### src/verilog/iot_pkg.sv
// constants, field layouts and carrier types for the oscillator tuning block
// assumes a 32-bit axi4-lite register bus and a 25 MHz system clock
`default_nettype none
package iot_pkg;
  // bus shape
  localparam int IOT_AXI_AW = 8;
  localparam int IOT_DATA_W = 32;
  // register byte addresses
  localparam logic [IOT_AXI_AW-1:0] IOT_ADDR_TUNE = 8'h00;
  localparam logic [IOT_AXI_AW-1:0] IOT_ADDR_STAT = 8'h04;
  // axi response codes
  localparam logic [1:0] IOT_RESP_OKAY = 2'h0;
  localparam logic [1:0] IOT_RESP_SLVERR = 2'h2;
  // tuning register field positions
  localparam int IOT_SRC_BIT = 7;
  localparam int IOT_PLL_BIT = 6;
  localparam int IOT_TRIM_LSB = 0;
  localparam int IOT_TRIM_W = 5;
  localparam int IOT_TUNE_W = 8;
  // status register field positions
  localparam int IOT_ST_PLL_ON = 0;
  localparam int IOT_ST_ALLOWED = 1;
  localparam int IOT_ST_SRC = 2;
  localparam int IOT_ST_MASTER_CLEAR_PIN = 3;
  localparam int IOT_ST_WORD_LSB = 4;
  // trim codes: two's complement around the calibrated centre
  localparam logic [IOT_TRIM_W-1:0] IOT_TRIM_CENTRE = 5'h00;
  localparam logic [IOT_TRIM_W-1:0] IOT_TRIM_MAX = 5'h0F;
  localparam logic [IOT_TRIM_W-1:0] IOT_TRIM_MIN = 5'h10;
  // slow clock derived from the fast oscillator
  localparam int unsigned IOT_FAST_OSC_HZ = 8000000;
  localparam int unsigned IOT_SLOW_HZ = 31250;
  localparam int unsigned IOT_SLOW_DIV = IOT_FAST_OSC_HZ / IOT_SLOW_HZ;
  // synchroniser reset levels: bit 0 master clear (low active), bit 1 strap
  localparam int IOT_NSYNC = 2;
  localparam logic [IOT_NSYNC-1:0] IOT_SYNC_RST = 2'h1;

  typedef struct packed {
    logic low_freq_source_select;
    logic pll_multiplier_enable;
    logic unused_zero;
    logic [IOT_TRIM_W-1:0] freq_trim_code;
  } iot_tune_t;

  localparam iot_tune_t IOT_TUNE_RST = 8'h00;

  typedef struct packed {
    logic slow_from_fast_osc;
    logic pll_on;
    logic [IOT_TRIM_W-1:0] freq_trim_code;
    logic [IOT_TRIM_W-1:0] osc_ctrl_word;
  } iot_osc_ctrl_t;

  typedef enum logic [1:0] {
    IOT_RATE_OTHER = 2'h0,
    IOT_RATE_4MHZ = 2'h1,
    IOT_RATE_8MHZ = 2'h2
  } iot_rate_t;

  typedef enum logic [1:0] {
    IOT_WR_IDLE = 2'b01,
    IOT_WR_RESP = 2'b10
  } iot_wr_state_t;

  typedef enum logic [1:0] {
    IOT_RD_IDLE = 2'b01,
    IOT_RD_RESP = 2'b10
  } iot_rd_state_t;
endpackage
`default_nettype wire

### src/verilog/iot_osc_tune.sv
// internal oscillator tuning register with axi4-lite access
// assumes reset-cause pulses come from logic on aclk; pins are asynchronous
// What this block does
// - source select 1 takes slow clock from divided fast osc, 0 from rc osc
// - multiplier enable turns pll on only while fast osc runs 4 or 8 mhz
// - multiplier enable exists only when strapped; otherwise reads zero
// - trim field is a two's complement offset around the centre frequency
// - every reset class loads zero; wake-up from sleep changes nothing
// - lower trim code lowers frequency, higher code raises it
//
// Design decisions made here: the register addresses and the AXI4-Lite slave port.
`timescale 1ns/1ps
`default_nettype none
module iot_osc_tune
  import iot_pkg::*;
#(
  parameter int unsigned SLOW_DIV = IOT_SLOW_DIV
) (
  input wire logic aclk,
  input wire logic aresetn,
  input wire logic clk_en,
  input wire logic [IOT_AXI_AW-1:0] s_axi_awaddr,
  input wire logic [2:0] s_axi_awprot,
  input wire logic s_axi_awvalid,
  output logic s_axi_awready,
  input wire logic [IOT_DATA_W-1:0] s_axi_wdata,
  input wire logic [3:0] s_axi_wstrb,
  input wire logic s_axi_wvalid,
  output logic s_axi_wready,
  output logic [1:0] s_axi_bresp,
  output logic s_axi_bvalid,
  input wire logic s_axi_bready,
  input wire logic [IOT_AXI_AW-1:0] s_axi_araddr,
  input wire logic [2:0] s_axi_arprot,
  input wire logic s_axi_arvalid,
  output logic s_axi_arready,
  output logic [IOT_DATA_W-1:0] s_axi_rdata,
  output logic [1:0] s_axi_rresp,
  output logic s_axi_rvalid,
  input wire logic s_axi_rready,
  input wire logic por_bor_reset,
  input wire logic wdt_reset,
  input wire logic reset_instr,
  input wire logic stack_reset,
  input wire logic master_clear_pin_n,
  input wire logic pll_config_strap,
  input wire iot_rate_t fast_osc_rate,
  input wire logic fast_osc_tick,
  input wire logic slow_rc_tick,
  output iot_osc_ctrl_t osc_ctrl,
  output logic slow_clk_tick
);

  localparam int DIV_W = (SLOW_DIV > 1) ? $clog2(SLOW_DIV) : 1;
  localparam logic [DIV_W-1:0] DIV_LAST = DIV_W'(SLOW_DIV - 1);
  localparam logic [DIV_W-1:0] DIV_ZERO = '0;

  // refuse a divider that cannot produce a slower clock
  if (SLOW_DIV < 2) begin : g_bad_div
    $error("SLOW_DIV must be at least 2");
  end

  // pin synchronisers: three flops, change accepted when stages 2 and 3 agree
  logic [IOT_NSYNC-1:0] pin_in;
  logic [IOT_NSYNC-1:0] sync1;
  logic [IOT_NSYNC-1:0] sync2;
  logic [IOT_NSYNC-1:0] sync3;
  logic [IOT_NSYNC-1:0] filt;
  logic [IOT_NSYNC-1:0] next_filt;

  assign pin_in = {pll_config_strap, master_clear_pin_n};

  for (genvar i = 0; i < IOT_NSYNC; i++) begin : g_sync
    // filter looks only at the second and third stages
    always_comb begin
      next_filt[i] = (sync2[i] == sync3[i]) ? sync2[i] : filt[i];
    end

    always_ff @(posedge aclk) begin
      if (!aresetn) begin
        sync1[i] <= IOT_SYNC_RST[i];
        sync2[i] <= IOT_SYNC_RST[i];
        sync3[i] <= IOT_SYNC_RST[i];
        filt[i] <= IOT_SYNC_RST[i];
      end else if (clk_en) begin
        sync1[i] <= pin_in[i];
        sync2[i] <= sync1[i];
        sync3[i] <= sync2[i];
        filt[i] <= next_filt[i];
      end
    end
  end

  logic master_clear_pin_active;
  logic pll_allowed;
  logic sys_clear;

  // every reset class clears the tuning register; wake-up is not among them
  assign master_clear_pin_active = ~filt[0];
  assign pll_allowed = filt[1];
  assign sys_clear = por_bor_reset | wdt_reset | reset_instr |
                     stack_reset | master_clear_pin_active;

  // register and bus state
  iot_tune_t tune;
  iot_tune_t next_tune;
  iot_wr_state_t wr_state;
  iot_wr_state_t next_wr_state;
  iot_rd_state_t rd_state;
  iot_rd_state_t next_rd_state;
  logic aw_held;
  logic next_aw_held;
  logic [IOT_AXI_AW-1:0] aw_addr;
  logic [IOT_AXI_AW-1:0] next_aw_addr;
  logic w_held;
  logic next_w_held;
  logic [IOT_DATA_W-1:0] w_data;
  logic [IOT_DATA_W-1:0] next_w_data;
  logic w_lane0;
  logic next_w_lane0;
  logic next_awready;
  logic next_wready;
  logic next_bvalid;
  logic [1:0] next_bresp;
  logic next_arready;
  logic next_rvalid;
  logic [1:0] next_rresp;
  logic [IOT_DATA_W-1:0] next_rdata;
  logic [IOT_DATA_W-1:0] tune_rd;
  logic [IOT_DATA_W-1:0] stat_rd;

  // read views: unimplemented bits come back as zero
  always_comb begin
    tune_rd = '0;
    tune_rd[IOT_SRC_BIT] = tune.low_freq_source_select;
    tune_rd[IOT_PLL_BIT] = tune.pll_multiplier_enable & pll_allowed;
    tune_rd[IOT_TRIM_LSB +: IOT_TRIM_W] = tune.freq_trim_code;
    stat_rd = '0;
    stat_rd[IOT_ST_PLL_ON] = osc_ctrl.pll_on;
    stat_rd[IOT_ST_ALLOWED] = pll_allowed;
    stat_rd[IOT_ST_SRC] = osc_ctrl.slow_from_fast_osc;
    stat_rd[IOT_ST_MASTER_CLEAR_PIN] = master_clear_pin_active;
    stat_rd[IOT_ST_WORD_LSB +: IOT_TRIM_W] = osc_ctrl.osc_ctrl_word;
  end

  // write channel: address and data taken in either order, then answered
  always_comb begin
    next_wr_state = wr_state;
    next_aw_held = aw_held;
    next_aw_addr = aw_addr;
    next_w_held = w_held;
    next_w_data = w_data;
    next_w_lane0 = w_lane0;
    next_bvalid = s_axi_bvalid;
    next_bresp = s_axi_bresp;
    next_tune = tune;
    unique case (wr_state)
      IOT_WR_IDLE: begin
        if (s_axi_awvalid && s_axi_awready) begin
          next_aw_held = 1'b1;
          next_aw_addr = s_axi_awaddr;
        end
        if (s_axi_wvalid && s_axi_wready) begin
          next_w_held = 1'b1;
          next_w_data = s_axi_wdata;
          next_w_lane0 = s_axi_wstrb[0];
        end
        if (next_aw_held && next_w_held) begin
          next_aw_held = 1'b0;
          next_w_held = 1'b0;
          next_bvalid = 1'b1;
          next_wr_state = IOT_WR_RESP;
          next_bresp = IOT_RESP_OKAY;
          if (next_aw_addr == IOT_ADDR_TUNE) begin
            if (next_w_lane0) begin
              // new trim lands in the register at this edge
              next_tune.low_freq_source_select =
                next_w_data[IOT_SRC_BIT];
              next_tune.pll_multiplier_enable =
                next_w_data[IOT_PLL_BIT];
              next_tune.freq_trim_code =
                next_w_data[IOT_TRIM_LSB +: IOT_TRIM_W];
            end
          end else if (next_aw_addr != IOT_ADDR_STAT) begin
            next_bresp = IOT_RESP_SLVERR;
          end
        end
      end
      IOT_WR_RESP: begin
        if (s_axi_bready) begin
          next_bvalid = 1'b0;
          next_wr_state = IOT_WR_IDLE;
        end
      end
    endcase
    next_tune.unused_zero = 1'b0;
    // the enable bit cannot hold a one without the strap
    if (!pll_allowed) begin
      next_tune.pll_multiplier_enable = 1'b0;
    end
    if (sys_clear) begin
      next_tune = IOT_TUNE_RST;
    end
    next_awready = (next_wr_state == IOT_WR_IDLE) && !next_aw_held;
    next_wready = (next_wr_state == IOT_WR_IDLE) && !next_w_held;
  end

  // read channel: one read at a time, data one cycle after address
  always_comb begin
    next_rd_state = rd_state;
    next_rvalid = s_axi_rvalid;
    next_rresp = s_axi_rresp;
    next_rdata = s_axi_rdata;
    unique case (rd_state)
      IOT_RD_IDLE: begin
        if (s_axi_arvalid && s_axi_arready) begin
          next_rvalid = 1'b1;
          next_rd_state = IOT_RD_RESP;
          next_rresp = IOT_RESP_OKAY;
          if (s_axi_araddr == IOT_ADDR_TUNE) begin
            next_rdata = tune_rd;
          end else if (s_axi_araddr == IOT_ADDR_STAT) begin
            next_rdata = stat_rd;
          end else begin
            next_rdata = '0;
            next_rresp = IOT_RESP_SLVERR;
          end
        end
      end
      IOT_RD_RESP: begin
        if (s_axi_rready) begin
          next_rvalid = 1'b0;
          next_rd_state = IOT_RD_IDLE;
        end
      end
    endcase
    next_arready = (next_rd_state == IOT_RD_IDLE);
  end

  // bus and register flops; sleep wake-up has no path in here
  always_ff @(posedge aclk) begin
    if (!aresetn) begin
      tune <= IOT_TUNE_RST;
      wr_state <= IOT_WR_IDLE;
      rd_state <= IOT_RD_IDLE;
      aw_held <= 1'b0;
      aw_addr <= '0;
      w_held <= 1'b0;
      w_data <= '0;
      w_lane0 <= 1'b0;
      s_axi_awready <= 1'b0;
      s_axi_wready <= 1'b0;
      s_axi_bvalid <= 1'b0;
      s_axi_bresp <= IOT_RESP_OKAY;
      s_axi_arready <= 1'b0;
      s_axi_rvalid <= 1'b0;
      s_axi_rresp <= IOT_RESP_OKAY;
      s_axi_rdata <= '0;
    end else if (clk_en) begin
      tune <= next_tune;
      wr_state <= next_wr_state;
      rd_state <= next_rd_state;
      aw_held <= next_aw_held;
      aw_addr <= next_aw_addr;
      w_held <= next_w_held;
      w_data <= next_w_data;
      w_lane0 <= next_w_lane0;
      s_axi_awready <= next_awready;
      s_axi_wready <= next_wready;
      s_axi_bvalid <= next_bvalid;
      s_axi_bresp <= next_bresp;
      s_axi_arready <= next_arready;
      s_axi_rvalid <= next_rvalid;
      s_axi_rresp <= next_rresp;
      s_axi_rdata <= next_rdata;
    end
  end

  // oscillator control outputs follow the register one edge later
  iot_osc_ctrl_t next_osc_ctrl;
  logic rate_ok;

  assign rate_ok = (fast_osc_rate == IOT_RATE_4MHZ) ||
                   (fast_osc_rate == IOT_RATE_8MHZ);

  always_comb begin
    next_osc_ctrl.slow_from_fast_osc = tune.low_freq_source_select;
    next_osc_ctrl.pll_on = tune.pll_multiplier_enable & pll_allowed &
                           rate_ok;
    next_osc_ctrl.freq_trim_code = tune.freq_trim_code;
    // flipping the sign bit gives an unsigned word that rises with the code
    next_osc_ctrl.osc_ctrl_word = tune.freq_trim_code ^ IOT_TRIM_MIN;
  end

  // slow clock: divided fast oscillator or the rc oscillator's own ticks
  logic [DIV_W-1:0] div_cnt;
  logic [DIV_W-1:0] next_div_cnt;
  logic div_wrap;
  logic next_slow_tick;

  always_comb begin
    next_div_cnt = div_cnt;
    div_wrap = 1'b0;
    if (fast_osc_tick) begin
      if (div_cnt == DIV_LAST) begin
        next_div_cnt = DIV_ZERO;
        div_wrap = 1'b1;
      end else begin
        next_div_cnt = div_cnt + 1'b1;
      end
    end
    next_slow_tick = tune.low_freq_source_select ? div_wrap :
                     slow_rc_tick;
  end

  always_ff @(posedge aclk) begin
    if (!aresetn) begin
      osc_ctrl <= {1'b0, 1'b0, IOT_TRIM_CENTRE, IOT_TRIM_MIN};
      div_cnt <= DIV_ZERO;
      slow_clk_tick <= 1'b0;
    end else if (clk_en) begin
      osc_ctrl <= next_osc_ctrl;
      div_cnt <= next_div_cnt;
      slow_clk_tick <= next_slow_tick;
    end
  end

endmodule
`default_nettype wire

### config.mk
export PLATFORM = sky130hd
export DESIGN_NAME = iot_osc_tune
export DESIGN_NICKNAME = d
export VERILOG_FILES = /design/src/verilog/iot_pkg.sv /design/src/verilog/iot_osc_tune.sv
export SDC_FILE = /design/constraint.sdc
export NUM_CORES = 1
export LEC_CHECK = 0
export ABC_AREA = 1
export BUFFER_PORTS_ARGS = -buffer_cell sky130_fd_sc_hd__buf_4
export CAP_MARGIN = 20
export CORE_ASPECT_RATIO = 0.8
export CORE_MARGIN = 5
export CORE_UTILIZATION = 40
export CTS_CLUSTER_SIZE = 25
export DETAILED_ROUTE_END_ITERATION = 8
export PLACE_DENSITY = 0.7
export SLEW_MARGIN = 5
export SYNTH_ARGS = -nofsm -noshare
export SYNTH_HDL_FRONTEND = slang
export SYNTH_SLANG_ARGS = --single-unit
### constraint.sdc
create_clock -name aclk -period 1.7 [get_ports aclk]
set_clock_uncertainty 0.15 [all_clocks]
set_input_delay 0.255 -clock aclk [delete_from_list [all_inputs] [get_ports aclk]]
set_output_delay 0.255 -clock aclk [all_outputs]
set_load 0.01 [all_outputs]
==> impl_metrics.ini <==
[final_layout]
multi_input_area_mm2 = 0.00169
area_growth_pct = 30.3
final_util_pct = 52.9
register_area_mm2 = 0.00141
drive_gt1_share_pct = 27.2
final_common_cell = buf_4
final_nets = 646
final_cell_mix = buf_4 (102), nand2_1 (79), dfxtp_1 (69)
n_fill_cell = 792
antenna_cells = 0
final_cells = 685

[flow_run]
max_cap_violations = 0

[critical_path]
crit_start = s_axi_awready$_SDFFE_PN0P_
worstPathArrival_ps = 1730
rrSetupSlack_ps = 100
path_max_fanout = 8
crit_path_end_kind = flop
r2r.worst_path.cells = 10
worst_path_max_delay_cell = dfxtp_4
crit_path_max_incr_delay_ps = 390
critPathKind = flop to flop
path_depth = 10
cp_cell_sequence = buf_6 > nand3_1 > nand2_2 > nand2_2 > nor2_4 > nand3_4 > buf_6 > nand3_2 > nand2_1 > nor2_1
worstPathRequired_ps = 1830
cp-start-kind = flop
critPathTopFamily = simple AND/OR/NAND/NOR gates
crit_buf_inv = 2
r2r_start = s_axi_awready$_SDFFE_PN0P_

[clocking]
cts_tree = built
htreeDepth = 3
cts_buffers = 9
clock_latency_ps = 330
cts_max_path_buffers = 2
cts.clk_slew.worst_paths_ps = 70
clock_sinks = 70
cts-root-buf = clkbuf_8

[timing]
hold_slack_ps = 43.5
finalCritPeriodShare_pct = 94.3
period_needed_ps = 1600
hold_viol_final = 0
setup_violations = 0
slew_viol_final = 0
max_freq_ghz = 0.624

[placed_design]
port_buffers = 70
dp.cells = 664
hpwlAfterDp_mm = 5.90
globalplace.congestion = 0.748

[global_routing]
grt_pass1_vias = 2971
grt_max_degree = 32
grt-ovfl-total = 0
grt_pass1_wl_mm = 13.3
grt_usage_pct = 15.4
antenna_found_initial = 0

[min_path]
hold_depth = 3
hp-start = pll_config_strap
min_path_type = primary input to flop

[pwr]
worst_ir_drop_vdd_v = 0.000456
power_density_mw_per_mm2 = 842
p_leak_nw = 2.12

[yosys]
syn_area_mm2 = 0.00341
ys_ff_latch = 70
yosysWarnings = 0
synth.distinct_cells = 34
syn_area_per_cell_um2 = 7.17
yosysSeqAreaShare_pct = 41.1
postSynthCellCount = 476

[detailed_routing]
drtPass1Iterations = 4
drt_iter0_markers = 202
drt-total-wl_mm = 8.10
vias = 3242
drt-wirelength-per-cell_um = 11.8
drcViolationCount = 0
via_per_inst = 4.73
final_antenna_net_count = 0

[floorplanning]
start_util_pct = 40.6
pin_count = 130
die_area_mm2 = 0.0105
core-area_mm2 = 0.00841
die_h_um = 92.6
num_rows = 30
dieWidth_um = 113

[run_status]
status = finished, final reports clean
==> layout make-up <==
class | instances | share of cell area, %
clock buffers | 15 | 4.19
inverters | 51 | 4.31
multi-input cells | 330 | 37.9
flip-flops and latches | 70 | 31.6
well taps | 112 | 3.15
repair buffers | 107 | 18.9
==> report_power, final <==
group          switching (mW)  total [mW]  leakage [nW]  internal, mW
logic                   0.374       0.689          1.45         0.315
registers              0.0626        1.80         0.575          1.74
clock network           0.570        1.25        0.0958         0.684
total                    1.01        3.74          2.12          2.74
==> tightest hold or removal path, stage by stage <==
cell,delay (ps)
buf_4,80
nor2_1,60
nor2_1,100
==> routing by layer <==
layer  global-route usage (%)  vias to the layer above  part of all wire (%)
li1                         -                     1662                     -
met1                     19.0                     1484                    45
met2                     25.9                       87                    47
met3                     4.96                        9                   6.9
met4                     4.00                        0                   1.3
met5                        0                        -                     0
==> flip-flops by register name, indices dropped and copies added (netlist names), 2 cells and up <==
| signal | count |
|---|---|
| s_axi_rdata | 9 |
| aw_addr | 8 |
| div_cnt | 8 |
| osc_ctrl | 8 |
| w_data | 7 |
| next_osc_ctrl | 6 |
| rd_state | 2 |
| sync1 | 2 |
| sync2 | 2 |
| sync3 | 2 |
| wr_state | 2 |
==> timing repair <==
action                                  4_1_cts  5_1_grt
pin swaps                                     1       15
endpoints found under the setup margin        5       11
hold buffers                                  1        0
setup buffers                                 0        5
gates resized for setup                       3       26
hold endpoints to repair                      1        0
==> cells by family after synthesis <==
logic type               after synthesis  synth area share, %
flip-flops                            70                 41.1
multiplexers                           7                 2.05
AND/OR/NAND/NOR                      201                 25.8
XOR/XNOR                               4                 1.03
adder cells (fa/ha/maj)                1                0.367
other                                  1                0.110
AO/OA/AOI/OAI                         92                 14.4
buffers and inverters                100                 15.1
==> Yosys cell counts (all sizes together) <==
master  instances  area share (%)
ha              1            0.37
or2             2            0.37
nand4           2            0.37
dfxtp          70              41
a21o            2            0.44
nor3            8             1.2
nor3b           1            0.22
inv            51             5.6
nand3          30             5.3
and2            2            0.37
mux2i           7             2.1
nor4            1            0.37
a211oi          4            0.88
clkbuf         13             1.5
xor2            3            0.77
and3            1            0.18
conb            1            0.11
o21ai          37             5.5
nor2           62             7.1
a31oi           3            0.55
a21oi          42             6.2
buf            36             8.0
nand2          92              10
o211ai          4            0.88
xnor2           1            0.26
==> worst paths after layout <==
| path | end |
|---|---|
| min reg2reg | s_axi_rvalid$_SDFFE_PN0P_ |
| max reg2reg | next_osc_ctrl[0]$_SDFFE_PN0P_ |
| max | next_osc_ctrl[0]$_SDFFE_PN0P_ |
| min | sync1[1]$_SDFFE_PN0P_ |
==> metrics by stage <==
step	cell area [µm²]	power [mW]	TNS (ps)	worst slack, ps
2_1_floorplan	3500	2.23	0	9.51
3_3_place_gp	4100	2.43	-137	-36.6
3_5_place_dp	4100	2.45	-257	-64.1
4_1_cts	4310	3.70	0	7.36
5_1_grt	4450	3.94	-112	-42.6
6_report	4450	3.74	0	97.3
No activity file was read; power rests on OpenSTA's default activity.
